## src/rtl/pac_pkg.sv

```systemverilog
// Shared constants and types for the parallel converter port.
package pac_pkg;

   // Data path widths and result buffer depth.
   localparam int DATA_W      = 12;
   localparam int CHAN_W      = 3;
   localparam int BUF_DEPTH   = 2;

   // Conversion timing.
   localparam int CLK_PERIOD_NS   = 10;
   localparam int CONV_EDGES      = 13;
   localparam int EDGE_CNT_W      = 4;
   localparam int T2_NS           = 20;
   localparam int T2_CYCLES_RAW   = (T2_NS + CLK_PERIOD_NS - 1) / CLK_PERIOD_NS;
   localparam int T2_CYCLES       = (T2_CYCLES_RAW < 1) ? 1 : T2_CYCLES_RAW;
   localparam int DLY_CNT_W       = 8;

   // Control register layout and value after reset.
   localparam int CTRL_PM_LSB   = 0;
   localparam int CTRL_PM_W     = 2;
   localparam int CTRL_CHAN_LSB = 6;
   localparam logic [DATA_W-1:0] CTRL_RESET = 12'h000;
   localparam logic [7:0]        LOW_STAGE_RESET = 8'h00;

   // Power management codes held in the control register.
   localparam logic [CTRL_PM_W-1:0] PM_NORMAL    = 2'h0;
   localparam logic [CTRL_PM_W-1:0] PM_AUTO_DOWN = 2'h1;
   localparam logic [CTRL_PM_W-1:0] PM_AUTO_STBY = 2'h2;
   localparam logic [CTRL_PM_W-1:0] PM_FULL_DOWN = 2'h3;

   // Byte lane masks for the data bus drivers.
   localparam logic [DATA_W-1:0] OE_WORD = 12'hfff;
   localparam logic [DATA_W-1:0] OE_BYTE = 12'h0ff;
   localparam int HIGH_BYTE_ENABLE_BIT = 8;

   // Host pins, sampled together.
   typedef struct packed {
      logic              trig_n;
      logic              cs_n;
      logic              rd_n;
      logic              wr_n;
      logic              word_mode;
      logic              mclk;
      logic [DATA_W-1:0] db;
   } pac_pins_t;

   localparam pac_pins_t PINS_RESET = '{trig_n: 1'b1, cs_n: 1'b1, rd_n: 1'b1, wr_n: 1'b1,
                                         word_mode: 1'b1, mclk: 1'b0, db: 12'h000};

   // One converted result with the channel it came from.
   typedef struct packed {
      logic [CHAN_W-1:0] chan;
      logic [DATA_W-1:0] code;
   } pac_result_t;

   typedef enum logic [2:0] {
      ST_IDLE,
      ST_CONV,
      ST_SETTLE,
      ST_LOAD,
      ST_DOWN
   } pac_state_t;

endpackage

```

## src/rtl/pac_port.sv

```systemverilog
// Conversion control and parallel host port of the eight-channel converter.
// Summary of operation
// - Busy rises after the trigger falls and stays high through the conversion.
// - Busy falls on the same edge that the new result is pushed into the result buffer.
// - Sampling returns to track on the 13th master-clock rising edge.
// - A conversion lasts thirteen master-clock cycles plus a fixed extra delay.
// - A trigger falling edge switches track to hold and starts conversion.
// - In automatic power-down modes a trigger rising edge powers the device up.
// - Write strobe with chip select low captures bus data into the register.
// - Read strobe falling with chip select low drives the result onto the bus.
// - Upper data pins carry result bits and word-mode write data, gated by strobes.
// - Word/byte select high gives full words; low gives bytes with bit 8 as byte enable.
// - Byte-mode high byte reads carry channel id on bits 4-6; writes need bits 4-7 zero.
`timescale 1ns/1ns
module pac_port #(
   parameter int T2_CYC = pac_pkg::T2_CYCLES
) (
   // Clock and reset
   input  wire logic                       sys_clk_i,
   input  wire logic                       rst_n_i,
   // Host control pins
   input  wire logic                       sample_trigger_n_i,
   input  wire logic                       cs_n_i,
   input  wire logic                       rd_n_i,
   input  wire logic                       wr_n_i,
   input  wire logic                       word_mode_i,
   input  wire logic                       master_clock_input_i,
   output logic                            busy_o,
   // Data bus
   input  wire logic [pac_pkg::DATA_W-1:0] db_i,
   output logic [pac_pkg::DATA_W-1:0]      db_o,
   output logic [pac_pkg::DATA_W-1:0]      db_oe_o,
   // Converter core
   input  wire logic [pac_pkg::DATA_W-1:0] conv_code_i,
   output logic                            hold_o,
   output logic [pac_pkg::CHAN_W-1:0]      chan_sel_o,
   output logic                            powered_o
);

   pac_pkg::pac_pins_t  pins_in;
   pac_pkg::pac_pins_t  sync1_q;
   pac_pkg::pac_pins_t  sync2_q;
   pac_pkg::pac_pins_t  sync3_q;
   pac_pkg::pac_pins_t  filt_q;
   pac_pkg::pac_pins_t  filt_d;
   pac_pkg::pac_state_t state_q;
   pac_pkg::pac_result_t buf_in;
   pac_pkg::pac_result_t buf_out;

   logic [pac_pkg::EDGE_CNT_W-1:0] edge_cnt_q;
   logic [pac_pkg::DLY_CNT_W-1:0]  dly_cnt_q;
   logic [pac_pkg::DATA_W-1:0]     ctrl_q;
   logic [7:0]                     low_stage_q;
   logic [pac_pkg::CHAN_W-1:0]     conv_chan_q;
   logic [pac_pkg::CTRL_PM_W-1:0]  pm;
   logic                           trig_fall;
   logic                           trig_rise;
   logic                           mclk_rise;
   logic                           rd_fall;
   logic                           rd_rise;
   logic                           wr_rise;
   logic                           selected;
   logic                           reading;
   logic                           high_byte_enable;
   logic                           buf_in_valid;
   logic                           buf_in_ready;
   logic                           buf_out_valid;
   logic                           buf_pop;

   assign pins_in = '{trig_n: sample_trigger_n_i, cs_n: cs_n_i, rd_n: rd_n_i, wr_n: wr_n_i,
                      word_mode: word_mode_i, mclk: master_clock_input_i, db: db_i};

   // Three-stage sampling of all host pins; the first stage feeds only the second.
   always_ff @(posedge sys_clk_i or negedge rst_n_i) begin
      if (!rst_n_i) begin
         sync1_q <= pac_pkg::PINS_RESET;
         sync2_q <= pac_pkg::PINS_RESET;
         sync3_q <= pac_pkg::PINS_RESET;
         filt_q  <= pac_pkg::PINS_RESET;
      end else begin
         sync1_q <= pins_in;
         sync2_q <= sync1_q;
         sync3_q <= sync2_q;
         filt_q  <= filt_d;
      end
   end

   // A pin level is accepted only once the second and third stages agree.
   genvar g;
   generate
      for (g = 0; g < $bits(pac_pkg::pac_pins_t); g++) begin : g_filt
         assign filt_d[g] = (sync2_q[g] == sync3_q[g]) ? sync3_q[g] : filt_q[g];
      end
   endgenerate

   assign trig_fall = filt_q.trig_n & ~filt_d.trig_n;
   assign trig_rise = ~filt_q.trig_n & filt_d.trig_n;
   assign mclk_rise = ~filt_q.mclk & filt_d.mclk;
   assign rd_fall   = filt_q.rd_n & ~filt_d.rd_n;
   assign rd_rise   = ~filt_q.rd_n & filt_d.rd_n;
   assign wr_rise   = ~filt_q.wr_n & filt_d.wr_n;
   assign selected  = ~filt_d.cs_n;
   assign reading   = selected & ~filt_d.rd_n;
   assign high_byte_enable      = filt_d.db[pac_pkg::HIGH_BYTE_ENABLE_BIT];
   assign pm        = ctrl_q[pac_pkg::CTRL_PM_LSB +: pac_pkg::CTRL_PM_W];

   // Conversion sequencer.
   always_ff @(posedge sys_clk_i or negedge rst_n_i) begin
      if (!rst_n_i) begin
         state_q <= pac_pkg::ST_IDLE;
      end else begin
         unique case (state_q)
            pac_pkg::ST_IDLE: begin
               if (pm == pac_pkg::PM_FULL_DOWN) begin
                  state_q <= pac_pkg::ST_DOWN;
               end else if (trig_fall) begin
                  state_q <= pac_pkg::ST_CONV;
               end
            end
            pac_pkg::ST_CONV: begin
               // Only master-clock edges advance, so gaps in a burst clock just stretch the wait.
               if (mclk_rise && edge_cnt_q == pac_pkg::EDGE_CNT_W'(pac_pkg::CONV_EDGES - 1)) begin
                  state_q <= pac_pkg::ST_SETTLE;
               end
            end
            pac_pkg::ST_SETTLE: begin
               if (dly_cnt_q == pac_pkg::DLY_CNT_W'(T2_CYC - 1)) begin
                  state_q <= pac_pkg::ST_LOAD;
               end
            end
            pac_pkg::ST_LOAD: begin
               if (buf_in_ready) begin
                  if (pm == pac_pkg::PM_AUTO_DOWN || pm == pac_pkg::PM_AUTO_STBY ||
                      pm == pac_pkg::PM_FULL_DOWN) begin
                     state_q <= pac_pkg::ST_DOWN;
                  end else begin
                     state_q <= pac_pkg::ST_IDLE;
                  end
               end
            end
            pac_pkg::ST_DOWN: begin
               if (pm == pac_pkg::PM_NORMAL) begin
                  state_q <= pac_pkg::ST_IDLE;
               end else if (trig_rise && pm != pac_pkg::PM_FULL_DOWN) begin
                  state_q <= pac_pkg::ST_IDLE;
               end
            end
            default: begin
               state_q <= pac_pkg::ST_IDLE;
            end
         endcase
      end
   end

   // Master-clock edge counter and extra-delay counter.
   always_ff @(posedge sys_clk_i or negedge rst_n_i) begin
      if (!rst_n_i) begin
         edge_cnt_q <= '0;
         dly_cnt_q  <= '0;
      end else begin
         if (state_q != pac_pkg::ST_CONV) begin
            edge_cnt_q <= '0;
         end else if (mclk_rise) begin
            edge_cnt_q <= edge_cnt_q + 1'b1;
         end
         if (state_q != pac_pkg::ST_SETTLE) begin
            dly_cnt_q <= '0;
         end else begin
            dly_cnt_q <= dly_cnt_q + 1'b1;
         end
      end
   end

   // Busy, track/hold, power and channel outputs.
   always_ff @(posedge sys_clk_i or negedge rst_n_i) begin
      if (!rst_n_i) begin
         busy_o      <= 1'b0;
         hold_o      <= 1'b0;
         powered_o   <= 1'b1;
         conv_chan_q <= '0;
      end else begin
         if (state_q == pac_pkg::ST_IDLE && pm != pac_pkg::PM_FULL_DOWN && trig_fall) begin
            busy_o      <= 1'b1;
            hold_o      <= 1'b1;
            conv_chan_q <= ctrl_q[pac_pkg::CTRL_CHAN_LSB +: pac_pkg::CHAN_W];
         end
         if (state_q == pac_pkg::ST_CONV && mclk_rise &&
             edge_cnt_q == pac_pkg::EDGE_CNT_W'(pac_pkg::CONV_EDGES - 1)) begin
            hold_o <= 1'b0;
         end
         // A full buffer holds busy high, so the host never loses an unread result.
         if (state_q == pac_pkg::ST_LOAD && buf_in_ready) begin
            busy_o <= 1'b0;
         end
         powered_o <= (state_q != pac_pkg::ST_DOWN);
      end
   end

   assign chan_sel_o   = conv_chan_q;
   assign buf_in_valid = (state_q == pac_pkg::ST_LOAD);
   assign buf_in       = '{chan: conv_chan_q, code: conv_code_i};

   // A word read, or the high byte of a byte pair, releases the entry.
   assign buf_pop = rd_rise & selected & (filt_q.word_mode | high_byte_enable);

   pac_result_buf #(
      .WIDTH ($bits(pac_pkg::pac_result_t)),
      .DEPTH (pac_pkg::BUF_DEPTH)
   ) u_buf (
      .sys_clk_i   (sys_clk_i),
      .rst_n_i     (rst_n_i),
      .in_valid_i  (buf_in_valid),
      .in_ready_o  (buf_in_ready),
      .in_data_i   (buf_in),
      .out_valid_o (buf_out_valid),
      .out_ready_i (buf_pop),
      .out_data_o  (buf_out)
   );

   // Register writes on the write strobe's rising edge.
   always_ff @(posedge sys_clk_i or negedge rst_n_i) begin
      if (!rst_n_i) begin
         ctrl_q      <= pac_pkg::CTRL_RESET;
         low_stage_q <= pac_pkg::LOW_STAGE_RESET;
      end else if (wr_rise && selected) begin
         if (filt_d.word_mode) begin
            ctrl_q <= filt_d.db;
         end else if (!high_byte_enable) begin
            low_stage_q <= filt_d.db[7:0];
         end else if (filt_d.db[7:4] == 4'h0) begin
            ctrl_q <= {filt_d.db[3:0], low_stage_q};
         end
      end
   end

   // Bus drivers; enables stay on only while chip select and read are both low.
   always_ff @(posedge sys_clk_i or negedge rst_n_i) begin
      if (!rst_n_i) begin
         db_o    <= '0;
         db_oe_o <= '0;
      end else begin
         if (!reading) begin
            db_oe_o <= '0;
         end else if (rd_fall || db_oe_o != '0) begin
            db_oe_o <= filt_d.word_mode ? pac_pkg::OE_WORD : pac_pkg::OE_BYTE;
         end
         if (!buf_out_valid) begin
            db_o <= '0;
         end else if (filt_d.word_mode) begin
            db_o <= buf_out.code;
         end else if (high_byte_enable) begin
            db_o <= {4'h0, 1'b0, buf_out.chan, buf_out.code[11:8]};
         end else begin
            db_o <= {4'h0, buf_out.code[7:0]};
         end
      end
   end

endmodule

```

## src/rtl/pac_result_buf.sv

```systemverilog
// Two-entry result buffer with valid and ready on both sides.
`timescale 1ns/1ns
module pac_result_buf #(
   parameter int WIDTH = 15,
   parameter int DEPTH = 2
) (
   // Clock and reset
   input  wire logic             sys_clk_i,
   input  wire logic             rst_n_i,
   // Fill side
   input  wire logic             in_valid_i,
   output logic                  in_ready_o,
   input  wire logic [WIDTH-1:0] in_data_i,
   // Drain side
   output logic                  out_valid_o,
   input  wire logic             out_ready_i,
   output logic [WIDTH-1:0]      out_data_o
);

   localparam int PTR_W = (DEPTH > 1) ? $clog2(DEPTH) : 1;

   logic [WIDTH-1:0] mem_q [DEPTH];
   logic [PTR_W-1:0] wr_ptr_q;
   logic [PTR_W-1:0] rd_ptr_q;
   logic [PTR_W:0]   count_q;
   logic             push;
   logic             pop;

   assign in_ready_o  = (count_q != (PTR_W+1)'(DEPTH));
   assign out_valid_o = (count_q != '0);
   assign out_data_o  = mem_q[rd_ptr_q];
   assign push        = in_valid_i & in_ready_o;
   assign pop         = out_valid_o & out_ready_i;

   always_ff @(posedge sys_clk_i or negedge rst_n_i) begin
      if (!rst_n_i) begin
         for (int i = 0; i < DEPTH; i++) begin
            mem_q[i] <= '0;
         end
      end else if (push) begin
         mem_q[wr_ptr_q] <= in_data_i;
      end
   end

   always_ff @(posedge sys_clk_i or negedge rst_n_i) begin
      if (!rst_n_i) begin
         wr_ptr_q <= '0;
         rd_ptr_q <= '0;
         count_q  <= '0;
      end else begin
         if (push) begin
            wr_ptr_q <= (wr_ptr_q == PTR_W'(DEPTH - 1)) ? '0 : wr_ptr_q + 1'b1;
         end
         if (pop) begin
            rd_ptr_q <= (rd_ptr_q == PTR_W'(DEPTH - 1)) ? '0 : rd_ptr_q + 1'b1;
         end
         if (push && !pop) begin
            count_q <= count_q + 1'b1;
         end else if (pop && !push) begin
            count_q <= count_q - 1'b1;
         end
      end
   end

endmodule

```

## config.mk

```make
export PLATFORM = sky130hd
export DESIGN_NAME = pac_port
export DESIGN_NICKNAME = d
export VERILOG_FILES = /design/src/rtl/pac_pkg.sv /design/src/rtl/pac_port.sv /design/src/rtl/pac_result_buf.sv
export SDC_FILE = /design/constraint.sdc
export NUM_CORES = 1
export LEC_CHECK = 0
export BUFFER_PORTS_ARGS = -buffer_cell sky130_fd_sc_hd__buf_2
export CORE_UTILIZATION = 55
export DETAILED_ROUTE_END_ITERATION = 10
export PLACE_DENSITY = 0.78
export SYNTH_ARGS = -nofsm -noshare
export SYNTH_HDL_FRONTEND = slang
export SYNTH_SLANG_ARGS = --single-unit
```

## constraint.sdc

```tcl
create_clock -name sys_clk_i -period 2.5 [get_ports sys_clk_i]
set_clock_uncertainty 0.1 [all_clocks]
set_input_delay 0.125 -clock sys_clk_i [delete_from_list [all_inputs] [get_ports sys_clk_i]]
set_output_delay 0.125 -clock sys_clk_i [all_outputs]
set_load 0.005 [all_outputs]
```

# Yosys cells after proc, flatten, opt, wreduce, memory -nomap -nowiden
# Cells that the tools add are included.
# W data, S select, Z words.
# word_totals
word_cells	196
reg_bits	168
out_inout_bits	30
inputBits	32
# op_classes
order_cmp	3
add_sub_neg	6
reduce_logical	30
mux	52
n_eq_ne	38
bitwise_logic	23
# ops
operator	n
$mux W12	5
$mux W15	4
$bwmux W30	1
$mux W9	3
$mux W3	8
$mux W1	23
$eq A1 B1 Y1	18
$mux W8	2
$demux W15 S1	1
$pmux W3 S5	1
$reduce_bool A2 Y1	7
$reduce_bool A12 Y1	1
$and A1 B1 Y1	11
$logic_and A1 B1 Y1	11
$ne A2 B2 Y1 const B	5
$ne A3 B3 Y1 const B	3
$not A1 Y1	9
$add A8 B1 Y8 const B	1
$eq A8 B1 Y1 const B	1
$mux W4	2
$eq A3 B2 Y1 const B	2
$reduce_and A3 Y1	2
$reduce_and A5 Y1	1
$add A4 B1 Y4 const B	1
other kinds (21)	29

# Depth between registers and ports, before layout
# depth
depth_word	9
ltp_mapped	8

# Modules after synthesis
# From an unflattened synthesis, not the netlist that was laid out.
# hier_totals
hier_cells	348
area_unflattened_um2	5203.7
# modules_own_cells
mod	seq_area_each_um2	cells_each	n_inst	area_per_inst_um2
pac_port	2428.6	250	1	3593.4
pac_result_buf	850.8	98	1	1610.3

# Least setup slack after synthesis
# No wires, ideal clock.
# synth_timing
path_type	reg2reg
from	register filt_q[16] in the netlist's numbering
to	register u_buf.count_q[1]
path_slack_ps	696
t_required_ps	2320
path_buffers	0
stages_incl_launch_ff	7
arrival_time_ps	1624
path_cell_list	dfstp_2 maj3_2 nor4_1 o21ai_0 ha_1 nor2_1 xnor2_1
# synth_rtl
item	line	rtl
from (decl)	pac_port.sv:44	pac_pkg::pac_pins_t filt_q;
from (signal assigned)	pac_port.sv:79	filt_q <= pac_pkg::PINS_RESET;
from (signal assigned)	pac_port.sv:84	filt_q <= filt_d;
to (signal assigned)	pac_result_buf.sv:58	count_q <= count_q + 1'b1;
to (signal assigned)	pac_result_buf.sv:60	count_q <= count_q - 1'b1;
to (decl)	pac_result_buf.sv:25	logic [PTR_W:0] count_q;

# Worst setup path after layout
# layout_timing
from	register u_buf.count_q[0]
to	register u_buf.count_q[1]
# layout_via
elab_chain_cells	5
word_cells_on_any_way	13
cone_classes	add/sub: 2; eq/ne: 1; mux: 2; bitwise: 2; reduce/logical: 6
# layout_lines
item	line
$ne A2 B2 Y1 or $reduce_bool A2 Y1 (tied branches)	pac_result_buf.sv:29, pac_result_buf.sv:30
$and A1 B1 Y1 (on tied branches)	pac_result_buf.sv:32, pac_result_buf.sv:33
$logic_not A1 Y1 (on tied branches)	pac_result_buf.sv:59, pac_result_buf.sv:57
$logic_and A1 B1 Y1 (on tied branches)	pac_result_buf.sv:59, pac_result_buf.sv:57
$reduce_bool A2 Y1 (no line) or $mux W2 (tied branches)	-
# Several ways; a longest one is shown, not always the timed one. The select of a mux whose other input is x is not followed.
# A chain may end at the register's enable or synchronous reset.

==> flow_metrics.py <==
metrics = {
    "synth": {
        "synth_top_area_frac": 0.5408,
        "yosysUniqueCellTypes": 49,
        "seq_area_frac_synth": 0.6502,
        "synth_top_cell_by_area": "dfrtp_1",
        "synth_area_leaders": "dfrtp_1, dfstp_2, mux2_2, mux2i_1, maj3_1",
        "syn_inst": 346,
        "synthArstFlopShare": 1.000,
        "synth_nets": 383,
        "syn_area_per_cell_um2": 14.58,
        "syn_area_mm2": 0.005044,
        "ys_seq_elements": 130,
        "synth_edf_count": 0,
        "yosys_most_used_dff": "dfrtp_1",
        "yosys_warnings": 0,
    },
    "power_and_ir_drop": {
        "p_comb_frac": 0.088,
        "finalPower_mw": 5.303,
        "p_switching_mw": 1.222,
        "p_seq_frac": 0.455,
        "p_clk_frac": 0.457,
        "internal_power_mw": 4.081,
        "swShare": 0.2304,
        "vdd.ir_drop.worst_uv": 426.5,
        "p_leak_nw": 2.872,
        "cellPowerDensity_mw_per_mm2": 852.9,
    },
    "floorplan": {
        "die_h_um": 97.76,
        "num_io_pins": 62,
        "initial_core_util": 0.5727,
        "fp.dieArea_mm2": 0.009557,
        "die_w_um": 97.76,
        "core_area_mm2": 0.008806,
        "rows": 34,
    },
    "timing": {
        "tightest_slew_ns": 0.7211,
        "hold_viol_final": 0,
        "fin_crit_ns": 2.190,
        "setup_violations": 0,
        "tns_ns": 0,
        "final_max_slew_viol_count": 0,
        "rsz0062_at_grt": "false",
        "timing.hold.ws_ns": 0.04448,
        "slew_headroom": 0.5175,
        "timing.final.crit_share": 0.8762,
        "fin_ws_ns": 0.3096,
        "fmax_mhz": 456.5,
    },
    "critical_path": {
        "crit_arrival_ns": 2.48,
        "reg2reg_from": "u_buf.count_q[0]",
        "end_kind": "register",
        "reg2reg_slack_ns": 0.31,
        "worstSetupPathType": "reg2reg",
        "regToRegEndpoint": "u_buf.count_q[1]",
        "cp-start-kind": "register",
        "path_max_fanout": 9,
        "reg2reg_depth": 7,
        "crit_required_ns": 2.79,
    },
    "global_routing": {
        "grt-ovfl-total": 0,
        "grt_pass1_wl_um": 13860,
        "track_usage": 0.1912,
        "grt_pass1_vias": 2844,
        "antenna_found_initial": 0,
        "grt_max_degree": 81,
    },
    "layout": {
        "fill_cells": 582,
        "nNetsFinal": 468,
        "antennaDiodeCount": 0,
        "areaGrowthSynthToFinish_pct": 23.27,
        "design_area_mm2": 0.006217,
        "drive_above_1_share": 0.3874,
    },
    "drt": {
        "drt_pass1_iterations": 7,
        "wl_per_cell_um": 14.94,
        "vias": 2896,
        "wl_um": 8248,
        "drc_errors": 14,
        "viasPerCell": 5.246,
        "antenna_left": 0,
        "drtIter0Drc": 100,
    },
    "place": {
        "pre_cts_ws_ns": 0.3651,
        "portBuffers": 56,
        "dp_hpwl_um": 5103,
        "dpl_cell_area_mm2": 0.005355,
        "place_congestion": 0.7882,
    },
    "clocking": {
        "cts_tree": "built",
        "cts_setup_buffers": 0,
        "cts_buffer_depth": 2,
        "clockRootBuffer": "clkbuf_8",
        "clk_pin_slew_worst_paths_ns": 0.06,
        "htree_levels": 4,
        "cts_buffers": 17,
        "cts_sinks": 130,
        "insertion_delay_ns": 0.51,
    },
    "worst_hold_path": {
        "min_path_type": "in2async",
    },
    "flow_run": {
        "maxCapViolCount": 0,
    },
    "outcome": {
        "violations": "design-rule violations",
        "status": "finished with violations",
    },
}
==> layout by cell type, fill, tap and decap left out, drive strengths merged, types with 2 or more instances in the layout <==
| cell | synthesis | routed |
|---|---|---|
| and3 | 3 | 3 |
| nand3 | 5 | 5 |
| nand2 | 6 | 6 |
| a211oi | 11 | 11 |
| mux2i | 12 | 12 |
| dfrtp | 109 | 109 |
| nor3b | 3 | 3 |
| inv | 8 | 9 |
| mux2 | 48 | 48 |
| nor4b | 2 | 2 |
| nand2b | 3 | 3 |
| clkbuf | 2 | 19 |
| clkinvlp | 0 | 2 |
| and3b | 3 | 3 |
| a21oi | 7 | 7 |
| nor2 | 22 | 22 |
| dlygate4sd3 | 0 | 27 |
| ha | 5 | 5 |
| bufinv | 0 | 3 |
| nor4 | 2 | 2 |
| maj3 | 13 | 13 |
| xor2 | 9 | 9 |
| or3b | 3 | 3 |
| nor2b | 3 | 3 |
| o21ai | 2 | 2 |
| nor3 | 5 | 5 |
| xnor2 | 5 | 5 |
| buf | 19 | 60 |
| clkinv | 0 | 7 |
| dfstp | 21 | 21 |
| and2 | 5 | 5 |
==> how the worst max path moves through the flow <==
stage	start	endpoint	cells past startpoint
floorplan	filt_q[16]	u_buf.count_q[1]	6
global placement	u_buf.count_q[0]	u_buf.count_q[1]	7
detailed placement	u_buf.count_q[0]	u_buf.count_q[1]	7
CTS	u_buf.count_q[0]	u_buf.count_q[1]	7
global route	u_buf.count_q[0]	u_buf.count_q[1]	7
finish	u_buf.count_q[0]	u_buf.count_q[1]	7
==> state kept, by name, indices dropped and copies added (netlist names), 2 cells and up <==
| register | flops |
|---|---|
| state_q | 3 |
| db_o | 12 |
| sync3_q | 13 |
| low_stage_q | 4 |
| edge_cnt_q | 4 |
| u_buf.mem_q | 30 |
| sync1_q | 13 |
| dly_cnt_q | 8 |
| chan_sel_o | 3 |
| filt_q | 13 |
| db_oe_o | 2 |
| sync2_q | 13 |
| u_buf.count_q | 2 |
| ctrl_q | 5 |
==> worst max-delay path, stage by stage (launching register included) <==
cell	delay (ns)
dfrtp_1	0.45
nor2_1	0.58
nor4_1	0.15
o21ai_0	0.18
ha_1	0.23
xor2_1	0.17
nor2_1	0.07
xnor2_1	0.13
==> per-stage QoR <==
step / cells / utilization
4_1_cts: 552 / 0.7060
3_5_place_dp: 493 / 0.6081
3_3_place_gp: 493 / 0.6081
6_report: 552 / 0.7060
5_1_grt: 552 / 0.7060
2_1_floorplan: 346 / -
==> what timing repair did <==
action                                 in CTS  in global routing
gates resized for setup                     0                  0
hold buffers                               27                  0
setup endpoints to repair                   0                  0
endpoints found under the hold margin     157                  0
==> cell usage after synthesis, types with 2 or more instances <==
master    number
nand2_1        5
or3b_1         3
buf_4         11
a21oi_1        5
xnor2_1        5
dfrtp_1      109
nand3_1        5
mux2_2        47
nand2b_1       3
ha_1           5
and2_0         4
nor3b_1        2
buf_6          3
dfstp_2       21
clkbuf_1       2
nor4b_1        2
and3_1         3
buf_2          5
o21ai_0        2
maj3_2         3
nor3_1         4
mux2i_1       12
nor2b_1        3
a211oi_1      10
inv_1          8
and3b_1        3
xor2_1         9
maj3_1        10
nor2_1        22
==> cell type report <==
class,count,area (um^2),area share
flip-flops and latches,130,3279,0.5275
multi-input cells,187,1585,0.2550
repair buffers,87,595.6,0.09579
clock buffers,19,431.7,0.06943
clock inverters,13,160.2,0.02576
well taps,108,135.1,0.02173
inverters,8,30.03,0.004830
==> kinds of logic after synthesis <==
kind of cell	share of synthesized area
muxes	0.1310
adders and majority gates	0.03895
DFF	0.6502
AOI/OAI and AO/OA	0.04044
xor gates and xnor gates	0.02431
buffers and inverters	0.03547
and+or+nand+nor	0.07964
==> metal layers <==
metal	track usage	wire length, um
met1	0.2496	3775
met2	0.3028	4050
met4	0.07809	102
met5	0	0
met3	0.05727	320
==> power groups by stage <==
stage | registers (mW) | logic [mW] | clock network (mW)
after floorplan | 2.42 | 0.298 | 0
after global placement | 2.44 | 0.419 | 0
after detailed placement | 2.45 | 0.436 | 0
after CTS | 2.41 | 0.472 | 2.47
after global routing | 2.44 | 0.516 | 2.56
final | 2.41 | 0.465 | 2.43
Note: power is estimated with default switching activity, not from simulation.
